## src/common/host_link_defs.svh

```systemverilog
// Notes on behaviour
// - Characters: start, eight data LSB first, stop.
// - RTS/CTS handshake gates both directions.
// - Commands inbound, responses outbound, always packets.
// - Packets 1-16 bytes; longer in some modes.
// - Header byte never reaches the network.
// - Header: type upper nibble, count lower nibble.
// - Type nibble meaning differs by direction.
// - Over 15 following bytes needs alternate header.
// - Append checksum to transmitted message, switchable.
// - LIN role chosen per message by host.
// - Unassigned LIN role: forward all traffic.
// - Alternate form one: 11, one count byte.
// - Alternate form two: 12, count MSB first.
// - Receive response: type zero, status, message.
`ifndef HOST_LINK_DEFS_SVH
`define HOST_LINK_DEFS_SVH

`define HDR_ALT1        8'h11
`define HDR_ALT2        8'h12
`define TYPE_NET_MSG    4'h0
`define MAX_NORMAL_CNT  8'h0F
`define CLK_HZ          250000000
`define BAUD_RATE       115200
`define BIT_CYCLES      (`CLK_HZ / `BAUD_RATE)
`define RESP_DEPTH      32

`endif

```

## src/common/host_link_pkg.sv

```systemverilog
`include "host_link_defs.svh"

package host_link_pkg;

	typedef enum logic [1:0] {
		CH_IDLE  = 2'h0,
		CH_START = 2'h1,
		CH_DATA  = 2'h2,
		CH_STOP  = 2'h3
	} char_state_t;

	typedef enum logic [2:0] {
		IN_HDR  = 3'h0,
		IN_LEN1 = 3'h1,
		IN_LENH = 3'h2,
		IN_LENL = 3'h3,
		IN_BODY = 3'h4,
		IN_SUM  = 3'h5
	} in_state_t;

	typedef enum logic [2:0] {
		RS_COLLECT = 3'h0,
		RS_HDR     = 3'h1,
		RS_CNT     = 3'h2,
		RS_STAT    = 3'h3,
		RS_DATA    = 3'h4
	} resp_state_t;

	typedef enum logic [1:0] {
		ROLE_PASSIVE = 2'h0,
		ROLE_MASTER  = 2'h1,
		ROLE_SLAVE   = 2'h2
	} lin_role_t;

	typedef struct packed {
		logic        rx_meta;
		logic        rx_sync;
		char_state_t rx_st;
		logic [11:0] rx_cnt;
		logic [2:0]  rx_bit;
		logic [7:0]  rx_sh;
		logic [7:0]  rx_data;
		logic        rx_valid;
		char_state_t tx_st;
		logic [11:0] tx_cnt;
		logic [2:0]  tx_bit;
		logic [7:0]  tx_sh;
		logic        txd;
	} char_regs_t;

	typedef struct packed {
		logic                          cts_meta;
		logic                          cts_sync;
		in_state_t                     in_st;
		logic                          pend;
		logic [7:0]                    pend_data;
		logic                          is_net;
		logic                          first;
		logic                          sum_en;
		logic [15:0]                   remain;
		logic [7:0]                    sum;
		logic                          rts;
		logic [7:0]                    ntx_data;
		logic                          ntx_valid;
		logic                          ntx_first;
		logic                          ntx_last;
		lin_role_t                     ntx_role;
		logic [7:0]                    cmd_data;
		logic                          cmd_valid;
		logic                          cmd_first;
		logic                          cmd_last;
		resp_state_t                   rs_st;
		logic [`RESP_DEPTH-1:0][7:0]   rbuf;
		logic [5:0]                    rlen;
		logic [4:0]                    ridx;
		logic [7:0]                    rstat;
		logic                          nrx_ready;
	} link_regs_t;

endpackage

```

## src/design/serial_char_engine.sv

```systemverilog
`timescale 1ns/1ps
`default_nettype none
`include "host_link_defs.svh"

module serial_char_engine (
	input  wire logic       clk,
	input  wire logic       rst,
	input  wire logic       rxd_pin,
	output logic            txd_pin,
	output logic [7:0]      rx_data,
	output logic            rx_valid,
	input  wire logic [7:0] tx_data,
	input  wire logic       tx_valid,
	output logic            tx_ready
);

	localparam logic [11:0] BIT_CNT  = 12'(`BIT_CYCLES - 1);
	localparam logic [11:0] HALF_CNT = 12'(`BIT_CYCLES / 2);

	host_link_pkg::char_regs_t s_r;
	host_link_pkg::char_regs_t s_nxt;

	assign txd_pin  = s_r.txd;
	assign rx_data  = s_r.rx_data;
	assign rx_valid = s_r.rx_valid;
	assign tx_ready = (s_r.tx_st == host_link_pkg::CH_IDLE);

	always_comb begin
		s_nxt          = s_r;
		s_nxt.rx_meta  = rxd_pin;
		s_nxt.rx_sync  = s_r.rx_meta;
		s_nxt.rx_valid = 1'b0;
		s_nxt.rx_cnt   = s_r.rx_cnt - 12'h001;
		// Receiver: mid-bit sampling, frame dropped on bad stop
		case (s_r.rx_st)
			host_link_pkg::CH_IDLE: begin
				if (!s_r.rx_sync) begin
					s_nxt.rx_st  = host_link_pkg::CH_START;
					s_nxt.rx_cnt = HALF_CNT;
				end
			end
			host_link_pkg::CH_START: begin
				if (s_r.rx_cnt == 12'h000) begin
					s_nxt.rx_cnt = BIT_CNT;
					s_nxt.rx_bit = 3'h0;
					s_nxt.rx_st  = s_r.rx_sync ? host_link_pkg::CH_IDLE : host_link_pkg::CH_DATA;
				end
			end
			host_link_pkg::CH_DATA: begin
				if (s_r.rx_cnt == 12'h000) begin
					s_nxt.rx_sh  = {s_r.rx_sync, s_r.rx_sh[7:1]};
					s_nxt.rx_cnt = BIT_CNT;
					s_nxt.rx_bit = s_r.rx_bit + 3'h1;
					if (s_r.rx_bit == 3'h7) begin
						s_nxt.rx_st = host_link_pkg::CH_STOP;
					end
				end
			end
			host_link_pkg::CH_STOP: begin
				if (s_r.rx_cnt == 12'h000) begin
					s_nxt.rx_st = host_link_pkg::CH_IDLE;
					if (s_r.rx_sync) begin
						s_nxt.rx_data  = s_r.rx_sh;
						s_nxt.rx_valid = 1'b1;
					end
				end
			end
			default: s_nxt.rx_st = host_link_pkg::CH_IDLE;
		endcase
		// Transmitter
		s_nxt.tx_cnt = s_r.tx_cnt - 12'h001;
		case (s_r.tx_st)
			host_link_pkg::CH_IDLE: begin
				s_nxt.txd = 1'b1;
				if (tx_valid) begin
					s_nxt.tx_sh  = tx_data;
					s_nxt.txd    = 1'b0;
					s_nxt.tx_cnt = BIT_CNT;
					s_nxt.tx_st  = host_link_pkg::CH_START;
				end
			end
			host_link_pkg::CH_START: begin
				if (s_r.tx_cnt == 12'h000) begin
					s_nxt.txd    = s_r.tx_sh[0];
					s_nxt.tx_sh  = {1'b0, s_r.tx_sh[7:1]};
					s_nxt.tx_bit = 3'h0;
					s_nxt.tx_cnt = BIT_CNT;
					s_nxt.tx_st  = host_link_pkg::CH_DATA;
				end
			end
			host_link_pkg::CH_DATA: begin
				if (s_r.tx_cnt == 12'h000) begin
					s_nxt.tx_cnt = BIT_CNT;
					s_nxt.tx_bit = s_r.tx_bit + 3'h1;
					if (s_r.tx_bit == 3'h7) begin
						s_nxt.txd   = 1'b1;
						s_nxt.tx_st = host_link_pkg::CH_STOP;
					end else begin
						s_nxt.txd   = s_r.tx_sh[0];
						s_nxt.tx_sh = {1'b0, s_r.tx_sh[7:1]};
					end
				end
			end
			host_link_pkg::CH_STOP: begin
				if (s_r.tx_cnt == 12'h000) begin
					s_nxt.tx_st = host_link_pkg::CH_IDLE;
				end
			end
			default: s_nxt.tx_st = host_link_pkg::CH_IDLE;
		endcase
	end

	always_ff @(posedge clk or posedge rst) begin
		if (rst) begin
			s_r         <= '0;
			s_r.rx_meta <= 1'b1;
			s_r.rx_sync <= 1'b1;
			s_r.txd     <= 1'b1;
		end else begin
			s_r <= s_nxt;
		end
	end

endmodule // serial_char_engine

`default_nettype wire

```

## src/design/host_serial_packet_link.sv

```systemverilog
`timescale 1ns/1ps
`default_nettype none
`include "host_link_defs.svh"

module host_serial_packet_link (
	input  wire logic       clk,
	input  wire logic       rst,
	input  wire logic       host_rxd,
	output logic            host_txd,
	input  wire logic       host_cts,
	output logic            host_rts,
	input  wire logic       sum_append_en,
	input  wire logic       strip_sum_en,
	input  wire logic       lin_mode,
	input  wire logic [1:0] lin_role,
	output logic [7:0]      net_tx_data,
	output logic            net_tx_valid,
	output logic            net_tx_first,
	output logic            net_tx_last,
	output logic [1:0]      net_tx_role,
	input  wire logic       net_tx_ready,
	output logic [7:0]      cmd_data,
	output logic            cmd_valid,
	output logic            cmd_first,
	output logic            cmd_last,
	input  wire logic       cmd_ready,
	input  wire logic [7:0] net_rx_data,
	input  wire logic       net_rx_valid,
	input  wire logic       net_rx_last,
	input  wire logic [7:0] net_rx_status,
	output logic            net_rx_ready
);

	host_link_pkg::link_regs_t s_r;
	host_link_pkg::link_regs_t s_nxt;

	logic [7:0] char_rx_data;
	logic       char_rx_valid;
	logic [7:0] char_tx_data;
	logic       char_tx_valid;
	logic       char_tx_ready;
	logic [7:0] b;
	logic [7:0] resp_total;

	serial_char_engine serial_char_engine_i (
		.clk      (clk),
		.rst      (rst),
		.rxd_pin  (host_rxd),
		.txd_pin  (host_txd),
		.rx_data  (char_rx_data),
		.rx_valid (char_rx_valid),
		.tx_data  (char_tx_data),
		.tx_valid (char_tx_valid),
		.tx_ready (char_tx_ready)
	);

	assign host_rts     = s_r.rts;
	assign net_tx_data  = s_r.ntx_data;
	assign net_tx_valid = s_r.ntx_valid;
	assign net_tx_first = s_r.ntx_first;
	assign net_tx_last  = s_r.ntx_last;
	assign net_tx_role  = s_r.ntx_role;
	assign cmd_data     = s_r.cmd_data;
	assign cmd_valid    = s_r.cmd_valid;
	assign cmd_first    = s_r.cmd_first;
	assign cmd_last     = s_r.cmd_last;
	assign net_rx_ready = s_r.nrx_ready;

	assign b          = s_r.pend_data;
	assign resp_total = {2'h0, s_r.rlen} + 8'h01;

	// Response byte to host, only while host signals ready
	always_comb begin
		char_tx_valid = s_r.cts_sync && (s_r.rs_st != host_link_pkg::RS_COLLECT);
		case (s_r.rs_st)
			host_link_pkg::RS_HDR:  char_tx_data = (resp_total > `MAX_NORMAL_CNT) ? `HDR_ALT1
				: {`TYPE_NET_MSG, resp_total[3:0]};
			host_link_pkg::RS_CNT:  char_tx_data = resp_total;
			host_link_pkg::RS_STAT: char_tx_data = s_r.rstat;
			host_link_pkg::RS_DATA: char_tx_data = s_r.rbuf[s_r.ridx];
			default:                char_tx_data = 8'h00;
		endcase
	end

	always_comb begin
		s_nxt           = s_r;
		s_nxt.cts_meta  = host_cts;
		s_nxt.cts_sync  = s_r.cts_meta;
		s_nxt.ntx_valid = s_r.ntx_valid && !net_tx_ready;
		s_nxt.cmd_valid = s_r.cmd_valid && !cmd_ready;
		// Marks only stand with their byte
		s_nxt.ntx_first = s_r.ntx_first && s_nxt.ntx_valid;
		s_nxt.ntx_last  = s_r.ntx_last && s_nxt.ntx_valid;
		s_nxt.cmd_first = s_r.cmd_first && s_nxt.cmd_valid;
		s_nxt.cmd_last  = s_r.cmd_last && s_nxt.cmd_valid;

		// Inbound command parsing; header type selects network message or command
		case (s_r.in_st)
			host_link_pkg::IN_HDR: begin
				if (s_r.pend) begin
					if (b == `HDR_ALT1) begin
						s_nxt.pend  = 1'b0;
						s_nxt.in_st = host_link_pkg::IN_LEN1;
					end else if (b == `HDR_ALT2) begin
						s_nxt.pend  = 1'b0;
						s_nxt.in_st = host_link_pkg::IN_LENH;
					end else if (b[7:4] == `TYPE_NET_MSG) begin
						s_nxt.pend   = 1'b0;
						s_nxt.remain = {12'h000, b[3:0]};
						s_nxt.in_st  = (b[3:0] != 4'h0) ? host_link_pkg::IN_BODY : host_link_pkg::IN_HDR;
					end else if (!s_r.cmd_valid) begin
						s_nxt.pend      = 1'b0;
						s_nxt.is_net    = 1'b0;
						s_nxt.cmd_data  = b;
						s_nxt.cmd_valid = 1'b1;
						s_nxt.cmd_first = 1'b1;
						s_nxt.cmd_last  = (b[3:0] == 4'h0);
						s_nxt.remain    = {12'h000, b[3:0]};
						s_nxt.in_st     = (b[3:0] != 4'h0) ? host_link_pkg::IN_BODY : host_link_pkg::IN_HDR;
					end
				end
			end
			host_link_pkg::IN_LEN1: begin
				if (s_r.pend) begin
					s_nxt.pend   = 1'b0;
					s_nxt.remain = {8'h00, b};
					s_nxt.in_st  = (b != 8'h00) ? host_link_pkg::IN_BODY : host_link_pkg::IN_HDR;
				end
			end
			host_link_pkg::IN_LENH: begin
				if (s_r.pend) begin
					s_nxt.pend          = 1'b0;
					s_nxt.remain[15:8]  = b;
					s_nxt.in_st         = host_link_pkg::IN_LENL;
				end
			end
			host_link_pkg::IN_LENL: begin
				if (s_r.pend) begin
					s_nxt.pend   = 1'b0;
					s_nxt.remain = {s_r.remain[15:8], b};
					s_nxt.in_st  = ({s_r.remain[15:8], b} != 16'h0000) ? host_link_pkg::IN_BODY
						: host_link_pkg::IN_HDR;
				end
			end
			host_link_pkg::IN_BODY: begin
				if (s_r.pend && s_r.is_net && !s_r.ntx_valid) begin
					s_nxt.pend      = 1'b0;
					s_nxt.first     = 1'b0;
					s_nxt.ntx_data  = b;
					s_nxt.ntx_valid = 1'b1;
					s_nxt.ntx_first = s_r.first;
					s_nxt.ntx_last  = (s_r.remain == 16'h0001) && !s_r.sum_en;
					s_nxt.sum       = s_r.sum + b;
					s_nxt.remain    = s_r.remain - 16'h0001;
					if (s_r.remain == 16'h0001) begin
						s_nxt.in_st = s_r.sum_en ? host_link_pkg::IN_SUM : host_link_pkg::IN_HDR;
					end
				end else if (s_r.pend && !s_r.is_net && !s_r.cmd_valid) begin
					s_nxt.pend      = 1'b0;
					s_nxt.cmd_data  = b;
					s_nxt.cmd_valid = 1'b1;
					s_nxt.cmd_first = 1'b0;
					s_nxt.cmd_last  = (s_r.remain == 16'h0001);
					s_nxt.remain    = s_r.remain - 16'h0001;
					if (s_r.remain == 16'h0001) begin
						s_nxt.in_st = host_link_pkg::IN_HDR;
					end
				end
			end
			host_link_pkg::IN_SUM: begin
				if (!s_r.ntx_valid) begin
					s_nxt.ntx_data  = s_r.sum;
					s_nxt.ntx_valid = 1'b1;
					s_nxt.ntx_first = 1'b0;
					s_nxt.ntx_last  = 1'b1;
					s_nxt.in_st     = host_link_pkg::IN_HDR;
				end
			end
			default: s_nxt.in_st = host_link_pkg::IN_HDR;
		endcase

		// Start of a network message: latch role and checksum option
		if (s_r.pend && !s_nxt.pend && (s_nxt.in_st == host_link_pkg::IN_BODY) && (s_r.in_st != host_link_pkg::IN_BODY)
				&& (s_r.in_st != host_link_pkg::IN_HDR || b[7:4] == `TYPE_NET_MSG)) begin
			s_nxt.is_net   = 1'b1;
			s_nxt.first    = 1'b1;
			s_nxt.sum      = 8'h00;
			s_nxt.sum_en   = sum_append_en;
			s_nxt.ntx_role = lin_mode ? host_link_pkg::lin_role_t'(lin_role) : host_link_pkg::ROLE_PASSIVE;
		end

		if (char_rx_valid) begin
			s_nxt.pend      = 1'b1;
			s_nxt.pend_data = char_rx_data;
		end
		s_nxt.rts = !s_nxt.pend;

		// Received network messages forwarded as responses
		case (s_r.rs_st)
			host_link_pkg::RS_COLLECT: begin
				if (net_rx_valid && s_r.nrx_ready) begin
					if (!(net_rx_last && strip_sum_en) && (s_r.rlen < 6'(`RESP_DEPTH))) begin
						s_nxt.rbuf[s_r.rlen[4:0]] = net_rx_data;
						s_nxt.rlen                = s_r.rlen + 6'h01;
					end
					if (net_rx_last) begin
						s_nxt.rstat     = net_rx_status;
						s_nxt.nrx_ready = 1'b0;
						s_nxt.rs_st     = host_link_pkg::RS_HDR;
					end
				end
			end
			host_link_pkg::RS_HDR: begin
				if (char_tx_valid && char_tx_ready) begin
					s_nxt.rs_st = (resp_total > `MAX_NORMAL_CNT) ? host_link_pkg::RS_CNT : host_link_pkg::RS_STAT;
				end
			end
			host_link_pkg::RS_CNT: begin
				if (char_tx_valid && char_tx_ready) begin
					s_nxt.rs_st = host_link_pkg::RS_STAT;
				end
			end
			host_link_pkg::RS_STAT: begin
				if (char_tx_valid && char_tx_ready) begin
					s_nxt.ridx = 5'h00;
					if (s_r.rlen == 6'h00) begin
						s_nxt.rs_st     = host_link_pkg::RS_COLLECT;
						s_nxt.nrx_ready = 1'b1;
					end else begin
						s_nxt.rs_st = host_link_pkg::RS_DATA;
					end
				end
			end
			host_link_pkg::RS_DATA: begin
				if (char_tx_valid && char_tx_ready) begin
					s_nxt.ridx = s_r.ridx + 5'h01;
					if ({1'b0, s_r.ridx} == s_r.rlen - 6'h01) begin
						s_nxt.rs_st     = host_link_pkg::RS_COLLECT;
						s_nxt.rlen      = 6'h00;
						s_nxt.nrx_ready = 1'b1;
					end
				end
			end
			default: s_nxt.rs_st = host_link_pkg::RS_COLLECT;
		endcase
	end

	always_ff @(posedge clk or posedge rst) begin
		if (rst) begin
			s_r           <= '0;
			s_r.rts       <= 1'b1;
			s_r.nrx_ready <= 1'b1;
		end else begin
			s_r <= s_nxt;
		end
	end

endmodule // host_serial_packet_link

`default_nettype wire

```

## config.mk

```make
export PLATFORM = sky130hd
export DESIGN_NAME = host_serial_packet_link
export DESIGN_NICKNAME = d
export VERILOG_FILES = /design/src/common/host_link_pkg.sv /design/src/design/serial_char_engine.sv /design/src/design/host_serial_packet_link.sv
export VERILOG_INCLUDE_DIRS = /design/src /design/src/common
export SDC_FILE = /design/constraint.sdc
export NUM_CORES = 1
export LEC_CHECK = 0
export ABC_AREA = 0
export ABC_CLOCK_PERIOD_IN_PS = 10500
export BUFFER_PORTS_ARGS = -buffer_cell sky130_fd_sc_hd__buf_2
export CORE_MARGIN = 2
export CORE_UTILIZATION = 50
export CTS_BUF_LIST = sky130_fd_sc_hd__clkbuf_2
export DETAILED_ROUTE_END_ITERATION = 10
export GPL_TIMING_DRIVEN = 0
export PLACE_DENSITY = 0.8
export SETUP_SLACK_MARGIN = 0.3
export SLEW_MARGIN = 20
export SYNTH_ARGS = -nofsm -noshare
export SYNTH_HDL_FRONTEND = slang
export SYNTH_HIERARCHICAL = 1
export SYNTH_SLANG_ARGS = --single-unit
export TNS_END_PERCENT = 5
```

## constraint.sdc

```tcl
create_clock -name clk -period 10.5 [get_ports clk]
set_input_delay 0.525 -clock clk [delete_from_list [all_inputs] [get_ports clk]]
set_output_delay 0.525 -clock clk [all_outputs]
set_load 0.02 [all_outputs]
```

==> impl_metrics.yaml, run 1 <==
floorplanning:
  ios: 56
  die-width_um: 206.5
  dieArea_mm2: 0.04264
  start_util_pct: 50.44
  core-area_mm2: 0.04065
  die_y_um: 206.5
  placementRows: 74
route:
  drtAntennaViolNets: 0
  drc_errors: 0
  drtIter0Drc: 842
  dr.pass1.iters: 7
  vias: 14330
  routedWlPerCell_um: 21.01
  routed_wl_um: 50320
  via_per_inst: 5.984
timing:
  fmax_mhz: 247.5
  period_needed_ps: 4041
  fin_crit_sh_pct: 38.48
  finalSetupViolations: 0
  holdWs_ps: 69.72
  final_max_slew_viol_count: 0
  skew_ps: 115.2
  rsz0062_at_grt: "no"
  relSlewSlack_pct: 21.43
  hold_viol: 0
  tightestPinTransition_ps: 1179
clock_tree:
  cts_inserted_buffers: 101
  clkSinkCount: 407
  ctsResizeCount: 0
  insertion_delay_ps: 1100
  clock_tree.buffer_depth: 3
  cts_tree: "yes"
  cts-root-buf: "clkbuf_2"
  path_clk_slew_ps: 110
  htree_levels: 3
run_status:
  status: "finished clean"
worst_setup_path:
  cp_data_arrival_time_ps: 4970
  cp_data_required_time_ps: 11430
  cp_max_fo: 10
  crit_path_end_kind: "register"
  max_stage_delay_ps: 930
  cp-start-kind: "register"
  crit_type: "register to register"
  cpMaxStageDelayCell: "buf_1"
  path_cells: "clkbuf_1, buf_1, mux4_2, a22oi_1, nand2_1, a21oi_1, o21ai_0, a22o_1, mux2_2"
  cp_num_buf_inv: 2
  cp.depth: 9
  cp_top_family: "buffers and inverters"
  r2r_cells: 9
placement:
  dpl-instance-area_mm2: 0.02156
  hpwl_um: 34190
  portBuffers: 55
  dp_cells: 2186
  gp_congestion: 0.9181
logic_synthesis:
  synth_top_family_by_area: "multiplexers"
  synthMuxAreaShare_pct: 24.32
  ys_top_cells_by_area: "dfrtp_1, mux2_2, mux4_2"
  synthSimpleGateAreaFrac_pct: 10.42
  synthArstFlopShare_pct: 100.0
  syn_avg_cell_area_um2: 12.85
  synthFlopType: "dfrtp_1"
  synth.largest_area_cell: "dfrtp_1"
  synth_cells: 1595
  synth_edf_count: 0
  synth_fp_nets: 1652
  synth-seq-cells: 407
  synthAdderAreaFrac_pct: 1.745
  yosys.cell_types.count: 86
  synth_xor_area_share_pct: 1.367
  ys_seq_area_share_pct: 49.70
  synth_warnings: 6
  yosysMostFrequentCell: "dfrtp_1"
  yosys-top-cells-count: "dfrtp_1, mux2_2, clkbuf_1"
  synth_compound_area_share_pct: 9.050
  yosysTopAreaCellShare_pct: 49.06
  syn_area_mm2: 0.02050
finish:
  utilization_pct: 55.95
  drive_gt1_share_pct: 37.39
  nFillCells: 3308
  fin_cells: 2395
  stdcell_area_mm2: 0.02274
  area_growth_syn_to_layout_pct: 10.92
  final_nets: 1844
grt:
  grt_max_degree: 110
  antenna_found_initial: 2
  grtUsageTotal_pct: 24.53
  globalRouteOverflowTotal: 0
  grt_pass1_wl_um: 80920
  grt_pass1_vias: 15140
power_and_ir_drop:
  power_density_mw_per_mm2: 135.8
  p_leak_nw: 11.23
  peakVddDrop_v: 0.00009397
run:
  cap_viol_max_count: 0
min_path:
  hold_class: "input port to register"
  hold_depth: 4
## layer usage
metal  part of all wire, %  up-vias  GRT usage (%)  routed length [um]
li1                      -     6330              -                   -
met1                    40     7267          30.01               20100
met2                    49      586          41.28               24870
met3                   6.4      148          4.825                3238
met4                   4.2        0          12.76                2112
met5                     0        -              0                   0
## worst reg2reg max path, delay by kind of cell (launching register included)
| family | cells | cell delay, ps |
|---|---|---|
| buffers and inverters | 2 | 1600 |
| AO/OA/AOI/OAI | 4 | 950 |
| multiplexers | 2 | 740 |
| flip-flops | 1 | 520 |
| AND/OR/NAND/NOR | 1 | 120 |
## placed cells by master, fill, tap and decap left out, drive strengths merged, types with 13 or more instances in the layout
| master | synthesis | layout |
|---|---|---|
| a22oi | 24 | 24 |
| nand3 | 20 | 20 |
| mux4 | 59 | 59 |
| nor4 | 13 | 13 |
| inv | 29 | 32 |
| or3 | 15 | 15 |
| a22o | 22 | 22 |
| buf | 50 | 109 |
| nor2b | 17 | 17 |
| clkbuf | 72 | 228 |
| dlygate4sd3 | 0 | 30 |
| o21ai | 45 | 45 |
| ha | 27 | 27 |
| mux2i | 17 | 17 |
| xnor2 | 21 | 21 |
| nor2 | 100 | 100 |
| a21oi | 51 | 51 |
| o31ai | 21 | 21 |
| dfrtp | 402 | 402 |
| o22ai | 13 | 13 |
| nor3 | 32 | 32 |
| nand2 | 70 | 70 |
| clkinv | 0 | 16 |
| mux2 | 307 | 307 |
| a21o | 13 | 13 |
## metrics by stage
step | TNS [ps] | total power [mW] | worst slack [ps]
global route | 0 | 3.241 | 6434
finish | 0 | 3.089 | 6459
floorplan | 0 | 1.963 | 413.2
CTS | 0 | 3.105 | 6556
global placement | -930440 | 2.045 | -2751
detailed placement | 0 | 2.066 | 6574
## area by class of cell
cell class / instances / area [um2] / area share [%]
diodes: 4 / 10.01 / 0.04401
plain buffers: 122 / 586.8 / 2.580
multi-input cells: 1037 / 9623 / 42.31
clock buffers: 156 / 780.7 / 3.433
clock inverters: 19 / 80.08 / 0.3521
inverters: 29 / 118.9 / 0.5227
flip-flops and latches: 407 / 10190 / 44.81
repair buffers: 89 / 685.7 / 3.015
well taps: 532 / 665.6 / 2.927
## final timing paths
check | from | endpoint | slack (ps)
worst max-delay path | s_r[10]$_DFFE_PP0P_ | serial_char_engine_i/s_r[7]$_DFFE_PP0P_ | 6460
worst min-delay path | net_rx_valid | net_rx_ready$_DFFE_PP1P_ | 70
worst max register to register | s_r[10]$_DFFE_PP0P_ | serial_char_engine_i/s_r[7]$_DFFE_PP0P_ | 6460
worst min register to register | s_nxt[343]$_DFF_PP0_ | s_r[343]$_DFF_PP0_ | 370
max in group asynchronous | rst | asynchronous set/reset pin | 8520
min in group asynchronous | rst | serial_char_engine_i/s_r[8]$_DFFE_PP0P_ | 580
## report_power, final
part / internal (mW) / leakage (nW) / switching [mW]
logic: 0.156 / 4.94 / 0.239
registers: 1.61 / 5.59 / 0.0456
clock network: 0.390 / 0.695 / 0.648
total: 2.16 / 11.2 / 0.932
## kinds of logic after synthesis
family | Yosys count
compound gates | 261
xor+xnor | 32
fa+ha+maj | 28
buf+inv | 151
flops | 407
mux | 383
simple gates | 333
## timing repair
action	CTS	global route
hold endpoints to repair	337	0
hold buffers	30	0
buffers inserted	0	0
(Power assumes the default switching activity.)
==> inputs of run 2 (changes only) <==
--- a/config.mk
+++ b/config.mk
@@ -7,7 +7,7 @@
 export NUM_CORES = 1
 export LEC_CHECK = 0
 export ABC_AREA = 0
-export ABC_CLOCK_PERIOD_IN_PS = 10500
+export ABC_CLOCK_PERIOD_IN_PS = 3400
 export BUFFER_PORTS_ARGS = -buffer_cell sky130_fd_sc_hd__buf_2
 export CORE_MARGIN = 2
 export CORE_UTILIZATION = 50
==> constraint.sdc (replaced) <==
create_clock -name clk -period 3.4 [get_ports clk]
set_input_delay 0.17 -clock clk [delete_from_list [all_inputs] [get_ports clk]]
set_output_delay 0.17 -clock clk [all_outputs]
set_load 0.02 [all_outputs]
==> impl_metrics.yaml, run 2 (synthesized netlist as in run 1, its figures left out) <==
clock_tree:
  path_clk_slew_ps: 110
  clock_tree.buffer_depth: 3
  insertion_delay_ps: 1060
  cts_inserted_buffers: 101
  cts-root-buf: "clkbuf_2"
  htree_levels: 3
  clkSinkCount: 407
  cts_tree: "yes"
  post_cts_buffers: 0
route:
  vias: 14700
  drtAntennaViolNets: 0
  drc_errors: 1
  via_per_inst: 6.030
  drtIter0Drc: 1012
  routedWlPerCell_um: 21.29
  dr.pass1.iters: 11
  routed_wl_um: 51890
timing:
  tightestPinTransition_ps: 951.7
  relSlewSlack_pct: 36.32
  finalSetupViolations: 0
  skew_ps: 79.48
  hold_viol: 0
  rsz0062_at_grt: "yes"
  period_needed_ps: 3176
  fmax_mhz: 314.9
  fin_crit_sh_pct: 93.41
  final_max_slew_viol_count: 0
worst_setup_path:
  r2r_cells: 10
  crit_path_end_kind: "register"
  reg2reg_slack_ps: 220
  cp_max_fo: 10
  cp_data_required_time_ps: 4280
  path_cells: "clkbuf_1, inv_1, ha_1, nor2b_1, nand4_1, and3_1, a41oi_1, o21ai_0, a22o_1, mux2_2"
  cp_data_arrival_time_ps: 4050
  cp_top_family: "compound AO/OA/AOI/OAI gates"
  max_stage_delay_ps: 490
  cp.depth: 10
  cp-start-kind: "register"
  cp_num_buf_inv: 2
  cpMaxStageDelayCell: "ha_1"
  crit_type: "register to register"
grt:
  grt_pass1_vias: 15280
  grtUsageTotal_pct: 24.91
  globalRouteOverflowTotal: 0
  antenna_found_initial: 2
  grt_max_degree: 48
  grt_pass1_wl_um: 82120
floorplanning:
  die-width_um: 206.5
  die_y_um: 206.5
  start_util_pct: 50.44
  ios: 56
  dieArea_mm2: 0.04264
  core-area_mm2: 0.04065
  placementRows: 74
placement:
  hpwl_um: 34820
  gp_congestion: 0.9237
  dp_cells: 2194
  portBuffers: 55
finish:
  drive_gt1_share_pct: 36.91
  final_cell_mix: "dfrtp_1, mux2_2, clkbuf_2"
  register_area_mm2: 0.01019
  final_nets: 1883
  area_growth_syn_to_layout_pct: 13.72
  multi_input_area_mm2: 0.009629
  fin_cells: 2437
  nFillCells: 3147
  layout_commonest_cell: "dfrtp_1"
power_and_ir_drop:
  seq_power_share_pct: 52.1
  power.share.switching_pct: 30.12
  peakVddDrop_v: 0.0003520
  p_leak_nw: 11.47
  intPower_mw: 6.867
  pwr-share-comb_pct: 13.4
  clkPwrFrac_pct: 34.5
  netSwitchingPower_mw: 2.959
  finalPower_mw: 9.826
  power_density_mw_per_mm2: 421.4
min_path:
  hold_depth: 3
  hold_class: "input port to register"
run_status:
  status: "finished with violations"
  violations: "design-rule violations"
run:
  cap_viol_max_count: 0
## run 2: cell count changes in the layout (fill, tap and decap cells not counted), moves of 5 or more
cell           previous run  this run
clkbuf_1                 71        65
dlygate4sd3_1            30        61
buf_4                    26        32
clkbuf_2                157       146
clkinv_1                 12        26
buf_2                    73        68
buf_12                    0        10
## run 2: worst paths after layout
check	start	endpoint
setup reg to reg	s_r[14]$_DFFE_PP0P_	serial_char_engine_i/s_r[3]$_DFFE_PP0P_
max in group asynchronous	rst	asynchronous set/reset pin
hold / removal	net_rx_data[2]	register
min in group asynchronous	rst	serial_char_engine_i/s_r[45]$_DFFE_PP0P_
hold reg to reg	serial_char_engine_i/s_nxt[60]$_DFF_PP1_	serial_char_engine_i/s_r[60]$_DFF_PP1_
setup / recovery	s_r[14]$_DFFE_PP0P_	serial_char_engine_i/s_r[3]$_DFFE_PP0P_
## run 2: final cells by class
cell class / instances / share of cell area (%)
Sequential cell: 407 / 43.71
Multi-Input combinational cell: 1037 / 41.30
Timing Repair Buffer: 128 / 4.894
Clock buffer: 143 / 3.069
Tap cell: 532 / 2.855
Buffer: 122 / 2.694
Clock inverter: 36 / 0.9605
Inverter: 29 / 0.4937
Antenna cell: 3 / 0.03220
## run 2: routing by layer
layer	part of all wire [%]	vias to the layer above	track usage, %	routed length [um]
met3	7.0	194	5.834	3615
met4	4.5	0	13.19	2346
met5	0	-	0	0
li1	-	6414	-	-
met2	49	681	41.69	25530
met1	39	7407	29.99	20400
## run 2: what timing repair did
item / 4_1_cts / 5_1_grt
hold buffers: 59 / 2
setup endpoints to repair: 8 / 11
cloned: 0 / 0
resized for setup: 22 / 1
pin swaps: 0 / 0
hold endpoints to repair: 572 / 2
## run 2: metrics by stage
step           setup WS [ps]  util, %  setup TNS [ps]  area (um2)  hold WS [ps]
2_1_floorplan          -1385        -         -475260       20510         174.5
3_3_place_gp           -3166    52.77        -1075880       21450         277.5
3_5_place_dp          -467.4    53.40           -1922       21710         146.5
4_1_cts                325.2    57.27               0       23280         3.337
5_1_grt                131.0    57.37               0       23320         32.18
6_report               224.1    57.37               0       23320         66.14
## run 2: power groups by stage
stage          sequential (mW)  clock (mW)  combinational [mW]
6_report                  5.12        3.39                1.32
5_1_grt                   5.13        3.71                1.43
4_1_cts                   5.11        3.44                1.26
3_5_place_dp              5.20           0                1.20
3_3_place_gp              5.20           0                1.12
2_1_floorplan             5.18           0               0.882
## run 2: worst min-delay path: cells and delay by family
family,cells,cell delay (ps)
buffers and inverters,2,710
multiplexers,1,170
==> inputs of run 3 (changes only) <==
--- a/config.mk
+++ b/config.mk
@@ -15,6 +15,7 @@
 export DETAILED_ROUTE_END_ITERATION = 10
 export GPL_TIMING_DRIVEN = 0
 export PLACE_DENSITY = 0.8
+export RECOVER_POWER = 100
 export SETUP_SLACK_MARGIN = 0.3
 export SLEW_MARGIN = 20
 export SYNTH_ARGS = -nofsm -noshare
==> impl_metrics.yaml, run 3 (synthesized netlist as in run 1, its figures left out) <==
worst_setup_path:
  cp_data_arrival_time_ps: 4100
  startpoint: "s_r[276]$_DFFE_PP0P_"
  r2r_cells: 5
  reg2reg_from: "s_r[276]$_DFFE_PP0P_"
  cp_max_fo: 8
  crit_path_end_kind: "register"
  cp_data_required_time_ps: 4270
  cp-start-kind: "register"
  reg2reg_slack_ps: 170
  crit_type: "register to register"
placement:
  portBuffers: 55
  pre_cts_slack_ps: -467.4
  hpwl_um: 34820
  gp_congestion: 0.9237
power_and_ir_drop:
  intPower_mw: 6.843
  p_leak_nw: 10.68
  seq_power_share_pct: 52.4
  pwr-share-comb_pct: 13.0
  peakVddDrop_v: 0.0003482
  power.share.switching_pct: 29.95
  power_density_mw_per_mm2: 430.8
  netSwitchingPower_mw: 2.926
  clkPwrFrac_pct: 34.6
timing:
  worst_slack_ps: 174.6
  finalSetupViolations: 0
  skew_ps: 78.94
  rsz0062_at_grt: "yes"
  fin_crit_sh_pct: 94.86
  hold_viol: 0
  fmax_mhz: 310.0
  relSlewSlack_pct: -22.12
  tightestPinTransition_ps: 1832
  period_needed_ps: 3225
  final_max_slew_viol_count: 162
  fin_setup_tns_ps: 0
run:
  cap_viol_max_count: 6
run_status:
  status: "finished with violations"
  violations: "max-capacitance violations, max-slew violations"
clock_tree:
  clock_tree.buffer_depth: 3
  cts_inserted_buffers: 101
  cts_tree: "yes"
  insertion_delay_ps: 1040
  cts-root-buf: "clkbuf_2"
  path_clk_slew_ps: 140
  clkSinkCount: 407
  post_cts_buffers: 0
  htree_levels: 3
finish:
  area_growth_syn_to_layout_pct: 10.59
  final_nets: 1883
  drive_gt1_share_pct: 32.60
  layout_commonest_cell: "dfrtp_1"
  nFillCells: 3277
  register_area_mm2: 0.01019
  multi_input_area_mm2: 0.009120
  final_cell_mix: "dfrtp_1, mux2_2, clkbuf_2"
min_path:
  hold_class: "input port to register"
  hold_depth: 3
route:
  routedWlPerCell_um: 21.24
  via_per_inst: 6.011
  drc_errors: 0
  dr.pass1.iters: 5
  vias: 14650
  routed_wl_um: 51750
  drtAntennaViolNets: 0
  drtIter0Drc: 1151
grt:
  globalRouteOverflowTotal: 0
  grt_pass1_vias: 15280
  grt_pass1_wl_um: 82120
  antenna_found_initial: 2
  grt_max_degree: 48
  grtUsageTotal_pct: 24.91
floorplanning:
  start_util_pct: 50.44
  placementRows: 74
  die_y_um: 206.5
  core-area_mm2: 0.04065
  die-width_um: 206.5
  dieArea_mm2: 0.04264
  ios: 56
[run 3: worst min path at each step]
| stage | start | end | slack, ps |
|---|---|---|---|
| global placement | host_rxd | serial_char_engine_i/s_nxt[60]$_DFF_PP1_ | 280 |
| CTS | net_rx_data[2] | register | 3 |
| finish | net_rx_data[2] | register | 80 |
| detailed placement | rst | serial_char_engine_i/s_r[54]$_DFF_PP0_ | 150 |
| floorplan | host_rxd | serial_char_engine_i/s_nxt[60]$_DFF_PP1_ | 170 |
| global route | net_rx_data[7] | register | 30 |
[run 3: repair_timing]
action                                 4_1_cts  5_1_grt
pin swaps                                    0        0
setup endpoints to repair                    8       11
endpoints found under the hold margin      572        2
gates resized for setup                     22        1
hold buffers                                59        2
[run 3: routing by layer]
metal | wire (um) | global-route usage (%) | part of all wire [%] | vias up
met5 | 0 | 0 | 0 | -
met4 | 2373 | 13.19 | 4.6 | 0
met3 | 3783 | 5.834 | 7.3 | 189
met2 | 25320 | 41.69 | 49 | 682
met1 | 20270 | 29.99 | 39 | 7377
li1 | - | - | - | 6402
[run 3: critical path: stages, from the launching register on]
cell	delay, ps
dfrtp_1	490
or3_1	500
a2111oi_4	410
nand2_1	400
nor2_1	860
mux2_2	420
[run 3: area by class of cell]
type | instances | area share (%)
inverter | 29 | 0.4911
sequential | 407 | 44.94
timing repair buffer | 128 | 4.497
clock inverter | 36 | 0.9877
antenna | 3 | 0.03311
clock buffer | 143 | 3.156
tap | 532 | 2.935
buffer | 122 | 2.737
multi-input combinational | 1037 | 40.22
[run 3: power by group through the flow]
stage               registers [mW]  logic [mW]  clock network [mW]
floorplan                     5.18       0.882                   0
global placement              5.20        1.12                   0
detailed placement            5.20        1.20                   0
CTS                           5.11        1.26                3.44
global route                  5.13        1.38                3.71
finish                        5.12        1.27                3.38
[run 3: per-stage QoR]
stage / util [%] / instances / hold WS, ps / power [mW] / instance area (um2)
6_report: 55.79 / 2437 / 77.63 / 9.768 / 22680
5_1_grt: 55.79 / 2437 / 25.52 / 10.23 / 22680
4_1_cts: 57.27 / 2432 / 3.337 / 9.818 / 23280
3_5_place_dp: 53.40 / 2194 / 146.5 / 6.401 / 21710
3_3_place_gp: 52.77 / 2182 / 277.5 / 6.320 / 21450
2_1_floorplan: - / 1595 / 174.5 / 6.063 / 20510
